<file path="config.mk">
export PLATFORM = sky130hd
export DESIGN_NAME = reset_and_clock_source_cfg
export DESIGN_NICKNAME = d
export VERILOG_FILES = /design/src/hw/rst_clk_pkg.sv /design/src/hw/pin_sync.sv /design/src/hw/release_counter.sv /design/src/hw/reset_and_clock_source_cfg.sv
export SDC_FILE = /design/constraint.sdc
export NUM_CORES = 1
export LEC_CHECK = 0
export BUFFER_PORTS_ARGS = -buffer_cell sky130_fd_sc_hd__buf_2
export CORE_MARGIN = 2
export CORE_UTILIZATION = 45
export DETAILED_ROUTE_END_ITERATION = 10
export PLACE_DENSITY = 0.81
export SLEW_MARGIN = 5
export SYNTH_ARGS = -nofsm -noshare
export SYNTH_HDL_FRONTEND = slang
export SYNTH_SLANG_ARGS = --single-unit
</file>
<file path="constraint.sdc">
create_clock -name CLOCK -period 2 [get_ports CLOCK]
set_input_delay 0.4 -clock CLOCK [delete_from_list [all_inputs] [get_ports CLOCK]]
set_output_delay 0.4 -clock CLOCK [all_outputs]
set_load 0.1 [all_outputs]
</file>
<file path="src/hw/rst_clk_pkg.sv">
// Constants shared by the reset sequencer and clock-source configuration block
package rst_clk_pkg;

    // Register port geometry
    localparam int DATA_W = 16;
    localparam int ADDR_W = 4;

    // Register offsets
    localparam logic [ADDR_W-1:0] PUDR_OFFSET   = 4'h0;
    localparam logic [ADDR_W-1:0] OSC_CFG_OFFSET = 4'h4;
    localparam logic [ADDR_W-1:0] STATUS_OFFSET = 4'h8;
    localparam logic [ADDR_W-1:0] CAUSE_OFFSET  = 4'hC;

    // Pull-up disable register fields
    localparam int PUD_RESET_BIT = 0;
    localparam int PUD_BSTRAP_BIT = 1;
    localparam int PUD_EMI_BIT   = 2;
    localparam logic [DATA_W-1:0] PUDR_RESET_VAL = 16'h0000;
    localparam logic [DATA_W-1:0] PUDR_WR_MASK   = 16'h0007;

    // Oscillator control register fields (no relaxation oscillator fields)
    localparam int OSC_HL_BIT = 0;
    localparam logic [DATA_W-1:0] OSC_CFG_RESET_VAL = 16'h0000;
    localparam logic [DATA_W-1:0] OSC_CFG_WR_MASK   = 16'h0001;

    // Status register fields (read only)
    localparam int ST_BOOT_EXT  = 0;
    localparam int ST_BOOT_EMI  = 1;
    localparam int ST_SECURED   = 2;
    localparam int ST_CLK_MODE  = 3;
    localparam int ST_DEBUG_RST = 4;

    // Reset cause register fields (write one to clear)
    localparam int CAUSE_POR = 0;
    localparam int CAUSE_PIN = 1;

    // Straps tied low inside the part
    localparam logic OFFCHIP_BOOT_TIE = 1'b0;
    localparam logic MEM_IF_MODE_TIE  = 1'b0;

    // Internal clock cycles counted before internal reset is released
    localparam int RELEASE_CYCLES_DEFAULT = 32;

    // Synchronised pin vector positions
    localparam int PIN_RESET_N  = 0;
    localparam int PIN_TRST_N   = 1;
    localparam int PIN_SECURED  = 2;
    localparam int PIN_CLK_MODE = 3;
    localparam int PIN_COUNT    = 4;

    // Reset sequencer states
    typedef enum logic [1:0] {
        SEQ_POWER_ON = 2'b00,
        SEQ_HOLD     = 2'b01,
        SEQ_COUNT    = 2'b10,
        SEQ_RUN      = 2'b11
    } seq_state_e;

endpackage : rst_clk_pkg

</file>
<file path="src/hw/pin_sync.sv">
// Two-flop synchroniser for a vector of asynchronous pin levels
`timescale 1ns/10ps
`default_nettype none
module pin_sync #(
    parameter int          WIDTH     = 4,
    parameter logic [31:0] RESET_VAL = 32'h0000_0000
) (
    input  wire logic             clk,
    input  wire logic             rst,
    input  wire logic [WIDTH-1:0] async_in,
    output logic      [WIDTH-1:0] sync_out
);

    logic [WIDTH-1:0] meta_reg;
    logic [WIDTH-1:0] stable_reg;

    generate
        if (WIDTH < 1 || WIDTH > 32) begin : g_bad_width
            $error("pin_sync: WIDTH must lie in 1..32");
        end
    endgenerate

    // First stage feeds only the second stage
    always_ff @(posedge clk) begin
        if (rst) begin
            meta_reg   <= RESET_VAL[WIDTH-1:0];
            stable_reg <= RESET_VAL[WIDTH-1:0];
        end else begin
            meta_reg   <= async_in;
            stable_reg <= meta_reg;
        end
    end

    assign sync_out = stable_reg;

endmodule : pin_sync
`default_nettype wire

</file>
<file path="src/hw/release_counter.sv">
// Down counter that times the hold-off before internal reset is released
`timescale 1ns/10ps
`default_nettype none
module release_counter #(
    parameter int CYCLES = 32,
    parameter int CNT_W  = $clog2(CYCLES + 1)
) (
    input  wire logic clk,
    input  wire logic rst,
    input  wire logic load,
    output logic      done
);

    localparam logic [CNT_W-1:0] LOAD_VAL = CNT_W'(CYCLES);
    localparam logic [CNT_W-1:0] ZERO     = '0;
    localparam logic [CNT_W-1:0] ONE      = CNT_W'(1);

    logic [CNT_W-1:0] count_reg;
    logic [CNT_W-1:0] count_next;

    generate
        if (CYCLES < 1) begin : g_bad_cycles
            $error("release_counter: CYCLES must be at least 1");
        end
    endgenerate

    // Reload while held, then count down to zero and stop
    assign count_next = load ? LOAD_VAL : ((count_reg == ZERO) ? ZERO : count_reg - ONE);
    assign done       = (count_reg == ZERO) && !load;

    always_ff @(posedge clk) begin
        if (rst) begin
            count_reg <= LOAD_VAL;
        end else begin
            count_reg <= count_next;
        end
    end

endmodule : release_counter
`default_nettype wire

</file>
<file path="src/hw/reset_and_clock_source_cfg.sv">
// Reset sequencer, boot strap handling and oscillator source configuration
//
// Notes on behaviour
// - External reset pin low clears the writable registers and holds internal reset high.
// - Reset pin alone leaves the debug logic running; debug reset follows test reset.
// - Power-on reset asserts internal reset regardless of the reset pin.
// - Writing one to the reset-pin pull-up disable bit turns its pull-up off.
// - Reset status output always follows the internal reset state.
// - Boot off-chip only when off-chip strap is high and flash is not secured.
// - Normal boot is internal; interface mode strap counts only with off-chip boot.
// - Off-chip boot strap and interface mode strap are tied low inside.
// - Oscillator level-select bit reads zero after reset.
// - No relaxation oscillator, and no register fields for one.
`timescale 1ns/10ps
`default_nettype none
module reset_and_clock_source_cfg
    import rst_clk_pkg::*;
#(
    parameter int RELEASE_CYCLES = RELEASE_CYCLES_DEFAULT
) (
    input  wire logic              CLOCK,
    input  wire logic              SYS_RST,
    input  wire logic              EXT_RESET_N,
    input  wire logic              TEST_RESET_N,
    input  wire logic              FLASH_SECURED,
    input  wire logic              EXTERNAL_CLOCK_MODE_SELECT,
    input  wire logic [ADDR_W-1:0] REG_ADDR,
    input  wire logic [DATA_W-1:0] REG_WDATA,
    input  wire logic              REG_WR,
    input  wire logic              REG_RD,
    output logic      [DATA_W-1:0] REG_RDATA,
    output logic                   INTERNAL_RESET,
    output logic                   CHIP_RESET_STATUS_OUT,
    output logic                   DEBUG_RESET,
    output logic                   RESET_PULLUP_DISABLE,
    output logic                   BOOT_STRAP_PULLUP_DISABLE,
    output logic                   MODE_STRAP_PULLUP_DISABLE,
    output logic                   OSC_HIGH_LEVEL_BIT,
    output logic                   EXTERNAL_CLOCK_SELECTED,
    output logic                   BOOT_OFFCHIP,
    output logic                   BOOT_WIDE_INTERFACE
);

    // Parameter check: the counter cannot time zero cycles
    generate
        if (RELEASE_CYCLES < 1) begin : g_bad_release
            $error("reset_and_clock_source_cfg: RELEASE_CYCLES must be at least 1");
        end
    endgenerate

    // Register field helper: keep only writable bits
    function automatic logic [DATA_W-1:0] masked_write(
        input logic [DATA_W-1:0] wdata,
        input logic [DATA_W-1:0] mask
    );
        masked_write = wdata & mask;
    endfunction : masked_write

    // Address match helper used by both strobes
    function automatic logic hit(
        input logic              strobe,
        input logic [ADDR_W-1:0] addr,
        input logic [ADDR_W-1:0] offset
    );
        hit = strobe && (addr == offset);
    endfunction : hit

    // Synchronised pins
    logic [PIN_COUNT-1:0] pins_async;
    logic [PIN_COUNT-1:0] pins_sync;
    logic                 pin_reset_low;
    logic                 trst_low;
    logic                 secured_sync;
    logic                 clk_mode_sync;

    // Sequencer
    seq_state_e state_reg;
    seq_state_e state_next;
    logic       count_load;
    logic       count_done;
    logic       int_rst_reg;
    logic       int_rst_next;
    logic       reg_clear;
    logic       enter_run;
    logic       pin_event;

    // Registers
    logic [DATA_W-1:0] pudr_reg;
    logic [DATA_W-1:0] pudr_next;
    logic [DATA_W-1:0] osc_cfg_reg;
    logic [DATA_W-1:0] osc_cfg_next;
    logic [DATA_W-1:0] rdata_reg;
    logic [DATA_W-1:0] rdata_next;
    logic [DATA_W-1:0] status_word;
    logic [DATA_W-1:0] cause_word;
    logic              por_seen_reg;
    logic              por_seen_next;
    logic              pin_seen_reg;
    logic              pin_seen_next;
    logic              boot_ext_reg;
    logic              boot_ext_next;
    logic              boot_emi_reg;
    logic              boot_emi_next;
    logic              secured_reg;
    logic              secured_next;
    logic              debug_rst_reg;
    logic              clk_mode_reg;

    // Decoded strobes
    logic wr_pudr;
    logic wr_osc_cfg;
    logic wr_cause;
    logic rd_pudr;
    logic rd_osc_cfg;
    logic rd_status;
    logic rd_cause;

    // Pin inputs pass two flops before any logic sees them
    assign pins_async[PIN_RESET_N] = EXT_RESET_N;
    assign pins_async[PIN_TRST_N]  = TEST_RESET_N;
    assign pins_async[PIN_SECURED] = FLASH_SECURED;
    assign pins_async[PIN_CLK_MODE] = EXTERNAL_CLOCK_MODE_SELECT;

    pin_sync #(
        .WIDTH     (PIN_COUNT),
        .RESET_VAL (32'((1 << PIN_RESET_N) | (1 << PIN_TRST_N))) // Reset lines idle high
    ) u_pin_sync (
        .clk      (CLOCK),
        .rst      (SYS_RST),
        .async_in (pins_async),
        .sync_out (pins_sync)
    );

    assign pin_reset_low = !pins_sync[PIN_RESET_N];
    assign trst_low      = !pins_sync[PIN_TRST_N];
    assign secured_sync  = pins_sync[PIN_SECURED];
    assign clk_mode_sync = pins_sync[PIN_CLK_MODE];

    // Hold-off counter reloads while reset is requested
    assign count_load = (state_reg == SEQ_POWER_ON) || (state_reg == SEQ_HOLD) || pin_reset_low;

    release_counter #(
        .CYCLES (RELEASE_CYCLES)
    ) u_release_counter (
        .clk  (CLOCK),
        .rst  (SYS_RST),
        .load (count_load),
        .done (count_done)
    );

    // Sequencer next state
    always_comb begin
        state_next = state_reg;
        case (state_reg)
            SEQ_POWER_ON: begin
                state_next = SEQ_HOLD;
            end
            SEQ_HOLD: begin
                if (!pin_reset_low) begin
                    state_next = SEQ_COUNT;
                end
            end
            SEQ_COUNT: begin
                if (pin_reset_low) begin
                    state_next = SEQ_HOLD;
                end else if (count_done) begin
                    state_next = SEQ_RUN;
                end
            end
            SEQ_RUN: begin
                if (pin_reset_low) begin
                    state_next = SEQ_HOLD;
                end
            end
            default: begin
                state_next = SEQ_POWER_ON;
            end
        endcase
    end

    // Internal reset is high in every state but run, changed only on a clock edge
    assign int_rst_next = (state_next != SEQ_RUN);
    assign enter_run    = (state_reg == SEQ_COUNT) && (state_next == SEQ_RUN);
    assign pin_event    = (state_reg != SEQ_HOLD) && (state_next == SEQ_HOLD) && pin_reset_low;

    // Sequencer state and internal reset flop
    always_ff @(posedge CLOCK) begin
        if (SYS_RST) begin
            state_reg   <= SEQ_POWER_ON;
            int_rst_reg <= 1'b1;
        end else begin
            state_reg   <= state_next;
            int_rst_reg <= int_rst_next;
        end
    end

    // Writable registers are cleared by power-on or internal reset
    assign reg_clear = SYS_RST || int_rst_reg;

    // Debug logic reset follows only power-on and test reset
    always_ff @(posedge CLOCK) begin
        if (SYS_RST) begin
            debug_rst_reg <= 1'b1;
        end else begin
            debug_rst_reg <= trst_low;
        end
    end

    // Boot mode is sampled at the moment internal reset releases
    assign boot_ext_next = enter_run ? (OFFCHIP_BOOT_TIE && !secured_sync) : boot_ext_reg;
    assign boot_emi_next = enter_run ? (OFFCHIP_BOOT_TIE && !secured_sync && MEM_IF_MODE_TIE) : boot_emi_reg;
    assign secured_next  = enter_run ? secured_sync : secured_reg;

    always_ff @(posedge CLOCK) begin
        if (SYS_RST) begin
            boot_ext_reg <= 1'b0;
            boot_emi_reg <= 1'b0;
            secured_reg  <= 1'b0;
        end else begin
            boot_ext_reg <= boot_ext_next;
            boot_emi_reg <= boot_emi_next;
            secured_reg  <= secured_next;
        end
    end

    // Address decode
    assign wr_pudr   = hit(REG_WR, REG_ADDR, PUDR_OFFSET);
    assign wr_osc_cfg = hit(REG_WR, REG_ADDR, OSC_CFG_OFFSET);
    assign wr_cause  = hit(REG_WR, REG_ADDR, CAUSE_OFFSET);
    assign rd_pudr   = hit(REG_RD, REG_ADDR, PUDR_OFFSET);
    assign rd_osc_cfg = hit(REG_RD, REG_ADDR, OSC_CFG_OFFSET);
    assign rd_status = hit(REG_RD, REG_ADDR, STATUS_OFFSET);
    assign rd_cause  = hit(REG_RD, REG_ADDR, CAUSE_OFFSET);

    // Writable registers; only the level-select bit exists in oscillator control
    assign pudr_next  = wr_pudr ? masked_write(REG_WDATA, PUDR_WR_MASK) : pudr_reg;
    assign osc_cfg_next = wr_osc_cfg ? masked_write(REG_WDATA, OSC_CFG_WR_MASK) : osc_cfg_reg;

    always_ff @(posedge CLOCK) begin
        if (reg_clear) begin
            pudr_reg    <= PUDR_RESET_VAL;
            osc_cfg_reg <= OSC_CFG_RESET_VAL;
        end else begin
            pudr_reg    <= pudr_next;
            osc_cfg_reg <= osc_cfg_next;
        end
    end

    // Reset cause flags: hardware set wins over a write-one clear
    assign por_seen_next = (wr_cause && REG_WDATA[CAUSE_POR]) ? 1'b0 : por_seen_reg;
    assign pin_seen_next = pin_event || (pin_seen_reg && !(wr_cause && REG_WDATA[CAUSE_PIN]));

    always_ff @(posedge CLOCK) begin
        if (SYS_RST) begin
            por_seen_reg <= 1'b1;
            pin_seen_reg <= 1'b0;
        end else begin
            por_seen_reg <= por_seen_next;
            pin_seen_reg <= pin_seen_next;
        end
    end

    // Clock-mode pin level, registered for the output
    always_ff @(posedge CLOCK) begin
        if (SYS_RST) begin
            clk_mode_reg <= 1'b0;
        end else begin
            clk_mode_reg <= clk_mode_sync;
        end
    end

    // Read-only words
    always_comb begin
        status_word               = '0;
        status_word[ST_BOOT_EXT]  = boot_ext_reg;
        status_word[ST_BOOT_EMI]  = boot_emi_reg;
        status_word[ST_SECURED]   = secured_reg;
        status_word[ST_CLK_MODE]  = clk_mode_reg;
        status_word[ST_DEBUG_RST] = debug_rst_reg;
        cause_word                = '0;
        cause_word[CAUSE_POR]     = por_seen_reg;
        cause_word[CAUSE_PIN]     = pin_seen_reg;
    end

    // Read data mux; unmapped offsets and idle cycles give zero
    assign rdata_next = rd_pudr   ? pudr_reg    :
                        rd_osc_cfg ? osc_cfg_reg :
                        rd_status ? status_word :
                        rd_cause  ? cause_word  : '0;

    always_ff @(posedge CLOCK) begin
        if (SYS_RST) begin
            rdata_reg <= '0;
        end else begin
            rdata_reg <= rdata_next;
        end
    end

    // Outputs straight from flops
    assign REG_RDATA                 = rdata_reg;
    assign INTERNAL_RESET            = int_rst_reg;
    assign CHIP_RESET_STATUS_OUT     = int_rst_reg;
    assign DEBUG_RESET               = debug_rst_reg;
    assign RESET_PULLUP_DISABLE      = pudr_reg[PUD_RESET_BIT];
    assign BOOT_STRAP_PULLUP_DISABLE = pudr_reg[PUD_BSTRAP_BIT];
    assign MODE_STRAP_PULLUP_DISABLE = pudr_reg[PUD_EMI_BIT];
    assign OSC_HIGH_LEVEL_BIT        = osc_cfg_reg[OSC_HL_BIT];
    assign EXTERNAL_CLOCK_SELECTED   = clk_mode_reg;
    assign BOOT_OFFCHIP              = boot_ext_reg;
    assign BOOT_WIDE_INTERFACE       = boot_emi_reg;

endmodule : reset_and_clock_source_cfg
`default_nettype wire

</file>
# ---- Yosys cells after proc, flatten, opt, wreduce, memory -nomap -nowiden
# Cells that the tools add are included.
dict set report classes {
  addsub 1
  mul 0
  n_div 0
  order_cmp 0
  n_eq_ne 10
  shifts 0
  mux 10
  n_bitwise 0
  n_reduce_logical 29
}
# operator n
set ops {}
lappend ops {{1-bit logical AND} 14}
lappend ops {{2-bit 2-to-1 mux} 5}
lappend ops {{4-bit equality test (second input constant)} 2}
lappend ops {{2-bit case mux with 4 select lines} 1}
lappend ops {{2-bit equality test (second input constant)} 3}
lappend ops {{6-bit zero test} 1}
lappend ops {{3-bit 2-to-1 mux} 2}
lappend ops {{6-bit 2-to-1 mux} 1}
lappend ops {{3-bit OR reduction} 2}
lappend ops {{6-bit by 1-bit subtractor with 6-bit output (second input constant)} 1}
lappend ops {{5-bit 2-to-1 mux} 1}
lappend ops {{2-bit by 1-bit equality test with 1-bit output (second input constant)} 2}
lappend ops {{4-bit by 3-bit equality test with 1-bit output (second input constant)} 1}
lappend ops {{1-bit zero test} 4}
lappend ops {{4-bit zero test} 1}
lappend ops {{1-bit logical OR} 4}
lappend ops {{4-bit OR reduction} 1}
lappend ops {{2-bit zero test} 1}
lappend ops {{2-bit by 1-bit inequality test with 1-bit output (second input constant)} 1}
lappend ops {{2-bit inequality test (second input constant)} 1}
lappend ops {{2-bit OR reduction} 1}
dict set report word_totals {
  ff_bits 42
  latch_bits 0
  mem_bits_rw 0
  mem_bits_ro 0
  in_bits 28
  out_inout_bits 26
  elab_cells 66
  n_memories 0
}

# ---- Logic depth before layout (Yosys ltp)
dict set report depth {
  ltp_word 12
  depth_mapped 5
  mapped_depth_nobuf 5
}

# ---- By module
# Synthesis repeated with hierarchy kept, for this count alone.
dict set report unflattened {
  hier_cells 127
  area_unflattened_um2 1249.9
}
# module n_inst cells_each area_each_um2 seq_area_each_um2
set modules_own_cells {}
lappend modules_own_cells {reset_and_clock_source_cfg 1 84 770.7 340.3}
lappend modules_own_cells {release_counter 1 27 269.0 120.1}
lappend modules_own_cells {pin_sync 1 16 210.2 160.2}

# ---- Worst setup path before layout
# Ideal clock, no wire load.
dict set report synth_timing {
  kind {reg2out}
  start {register int_rst_reg, in the netlist CHIP_RESET_STATUS_OUT}
  end {output port INTERNAL_RESET}
  arrival_ns 1.374
  required_ns 1.600
  slack_ns 0.226
  path_stages_with_launch 2
  n_path_buf 1
  cell_sequence {dfxtp_1 -> buf_4}
}
# element line
set synth_lines {}
lappend synth_lines {{start, declared} reset_and_clock_source_cfg.sv:81} ;# logic int_rst_reg;
lappend synth_lines {{start signal, assigned} reset_and_clock_source_cfg.sv:193} ;# int_rst_reg <= int_rst_next;
lappend synth_lines {{end, declared} reset_and_clock_source_cfg.sv:32} ;# output logic INTERNAL_RESET,
# No word-level cell between the ends.

# ---- Worst setup path in the final report
dict set report layout_timing {
  start {register u_release_counter.count_reg[0]}
  end {register u_release_counter.count_reg[3]}
}
dict set report layout_between {
  elab_chain_len 2
  word_cells_on_any_way 3
  classes_between {1 x add/sub; 2 x reduce/logical}
}
# element line
set layout_rtl {}
lappend layout_rtl {{start, declared} release_counter.sv:18} ;# logic [CNT_W-1:0] count_reg;
lappend layout_rtl {{start signal, assigned} release_counter.sv:35} ;# count_reg <= count_next;
lappend layout_rtl {{branches (longest 2 deep; another with 6-bit by 1-bit subtractor with 6-bit output)} --}
# Parallel ways; which one is timed is not known.
# A chain may end at the register's enable or synchronous reset.

==> summary.md <==
| Metric | Value |
|---|---|
| Status | `complete, no violations` |
| Reg2reg path depth | `5` |
| Post-Place Worst Slack | `0.211 ns` |
| WL final | `2.07 mm` |
| Worst setup margin | `0.210 ns` |
| Site row count | `18` |
| IO Pins | `54` |
| Drt initial violations | `20` |
| Fin. Hold Viols | `0` |
| R2r startpoint | `u_release_counter.count_reg[0]` |
| DR WL/cell | `11.0 microns` |
| Initial antenna violation count | `0` |
| Critical Path AT | `1.98 ns` |
| Grt met1 use | `14.9%` |
| First-pass GRT wire length | `3.39 mm` |
| Buffers added on ports | `27` |
| Fin util | `56.2%` |
| Final Skew | `0.00852 ns` |
| 1st-pass router iterations | `4` |
| WS Path Type | `reg2reg` |
| NumNets Final | `187` |
| Worst Tran Pin Value | `0.569 ns` |
| RSZ-0062 raised after global routing | `false` |
| Synthesized instance count | `128` |
| Most frequent cells in the layout | `dfxtp_1, buf_2, conb_1, nor2_1` |
| Worst hold start | `TEST_RESET_N` |
| Vias in the first global route | `832` |
| Worst relative slew slack | `61.7%` |
| Routed Antenna Nets | `0` |
| N_diodes | `0` |
| GR Util All Layers | `14.0%` |
| RePlAce Congestion | `0.784` |
| PD cells | `981 nW/um^2` |
| Hold Slack | `0.254 ns` |
| Setup bufs post-CTS | `0` |
| H-tree lvl count | `2` |
| Max reg flops | `6` |
| Synth Register Bits | `31` |
| Crit. End Element | `flop` |
| Hold path depth | `2` |
| Num CTS Buffers | `5` |
| Peak Freq | `559 MHz` |
| Total power | `1.39 mW` |
| Maximum vdd ir drop | `0.636 mV` |
| Global routing's busiest layer | `met2` |
| Clk sinks | `31` |
| Grt total ovfl | `0` |
| Syn Area/Cell | `9.55 sq um` |
| Finish-stage setup viols | `0` |
| Via density | `5.12` |
| Reg2Reg Capture Point | `u_release_counter.count_reg[3]` |
| Leak | `0.633 nW` |
| Die area | `3150 sq um` |
| Final TNS setup | `0 ns` |
| Total core area | `2520 sq um` |
| Sequential area share after synthesis | `50.8%` |
| Worst-path fanout max | `5` |
| # Max-Cap Violations | `0` |
| CTS resizes | `0` |
| DRC | `0` |
| Slew Viols, Final | `0` |
| Met3 Use GR | `5.35%` |
| Root buffer cell | `clkbuf_4` |
| YS warnings | `0` |
| Flop2flop setup slack | `0.21 ns` |
| Crit path time final | `1.79 ns` |
| Crit path launch type | `flop` |
| HP Class | `in2reg` |
| Commonest non-fill, non-tap cell in the layout | `dfxtp_1` |
| Worst-path clk slew | `0.09 ns` |
| DR vias | `968` |
| Post-synth design cell area | `1220 sq um` |
| CTS tree | `done` |
| Starting Density | `48.5%` |
| P&R area growth vs syn | `16.0%` |
| Height of the die | `56.1 microns` |
| Req. time, crit path | `2.19 ns` |
| Clock latency on the worst-skew pair | `0.32 ns` |
| Hold_buf cts | `0` |
| Distinct cells, synth | `32` |
| Die width | `56.1 microns` |
| Pin count of the biggest net entering global routing | `18` |
| DP HPWL | `1.62 mm` |
| Final period util | `89.5%` |
| Share of cells above drive strength 1 | `27.7%` |
| Worst Hold End | `u_pin_sync.meta_reg[1]` |
| Clock Tree Buf Depth | `2` |
| Met2 GRT Util | `23.5%` |
-- power by group --
group          total [mW]  internal, mW  leakage (nW)  switching, mW
combinational       0.237        0.0517         0.331          0.185
sequential          0.658         0.642         0.253         0.0161
clock               0.497         0.295        0.0482          0.201
total                1.39         0.988         0.633          0.403
-- synthesized netlist by cell type --
cell type	count	area share [%]
nand2b_1	3	1.5
nor2b_1	5	2.6
nand2_1	6	1.8
inv_1	6	1.8
nor2_1	10	3.1
nand3_1	2	0.82
or4b_1	1	0.82
or4b_4	1	1.1
nand3b_1	2	1.2
mux2i_1	4	3.3
conb_1	1	0.31
or2_2	4	2.0
o31a_2	1	0.82
and3b_1	1	0.72
a31oi_1	1	0.51
a21oi_1	6	2.5
clkbuf_1	3	0.92
or3b_2	1	0.72
a21o_1	2	1.2
and3_1	2	1.0
ha_1	1	1.0
or4b_2	1	0.82
a41o_1	1	0.82
nor4_1	1	0.51
nor3b_1	3	1.8
dfxtp_1	31	51
o31ai_1	1	0.61
nand4_1	4	2.0
nor3_1	2	0.82
buf_4	14	8.6
o21ai_0	5	2.0
o21a_1	2	1.2
-- layer usage --
layer  part of all wire, %  wire length (microns)
met5                     0                      0
met4                   2.3                     48
met3                   7.6                    157
met2                    48                   1000
met1                    42                    868
-- worst max-delay path by stage --
stage / to / startpoint / slack [ns] / cells past startpoint
floorplan: INTERNAL_RESET / CHIP_RESET_STATUS_OUT / 0.23 / 1
global placement: secured_reg / u_release_counter.count_reg[0] / 0.29 / 5
detailed placement: u_release_counter.count_reg[3] / u_release_counter.count_reg[0] / 0.21 / 5
CTS: u_release_counter.count_reg[3] / u_release_counter.count_reg[0] / 0.20 / 5
global route: u_release_counter.count_reg[3] / u_release_counter.count_reg[0] / 0.10 / 5
finish: u_release_counter.count_reg[3] / u_release_counter.count_reg[0] / 0.21 / 5
-- metrics by stage --
step	std cells	instance area [sq um]
2_1_floorplan	140	1270
3_3_place_gp	181	1330
3_5_place_dp	181	1330
4_1_cts	189	1420
5_1_grt	189	1420
6_report	189	1420
-- critical path: stages (launching register included) --
cell	delay (ns)
dfxtp_1	0.34
inv_1	0.06
ha_1	0.17
or4b_4	0.50
o21ai_0	0.49
nor2_1	0.11
-- layout make-up --
cell class | instances | area [sq um]
well taps | 30 | 37.5
fillers | 225 | 1100
clock inverters | 2 | 35.0
clock buffers | 6 | 51.3
flip-flops and latches | 31 | 621
inverters | 6 | 22.5
repair buffers | 28 | 143
multi-input cells | 86 | 508
-- logic make-up after synthesis --
family	count (synthesis)	share of synthesized area, %
mux	4	3.28
compound gates	19	9.72
other cells	1	0.307
flops	31	50.8
buf+inv	23	11.4
simple gates	49	23.5
fa+ha+maj	1	1.02
No activity file was read; power rests on OpenSTA's default activity.
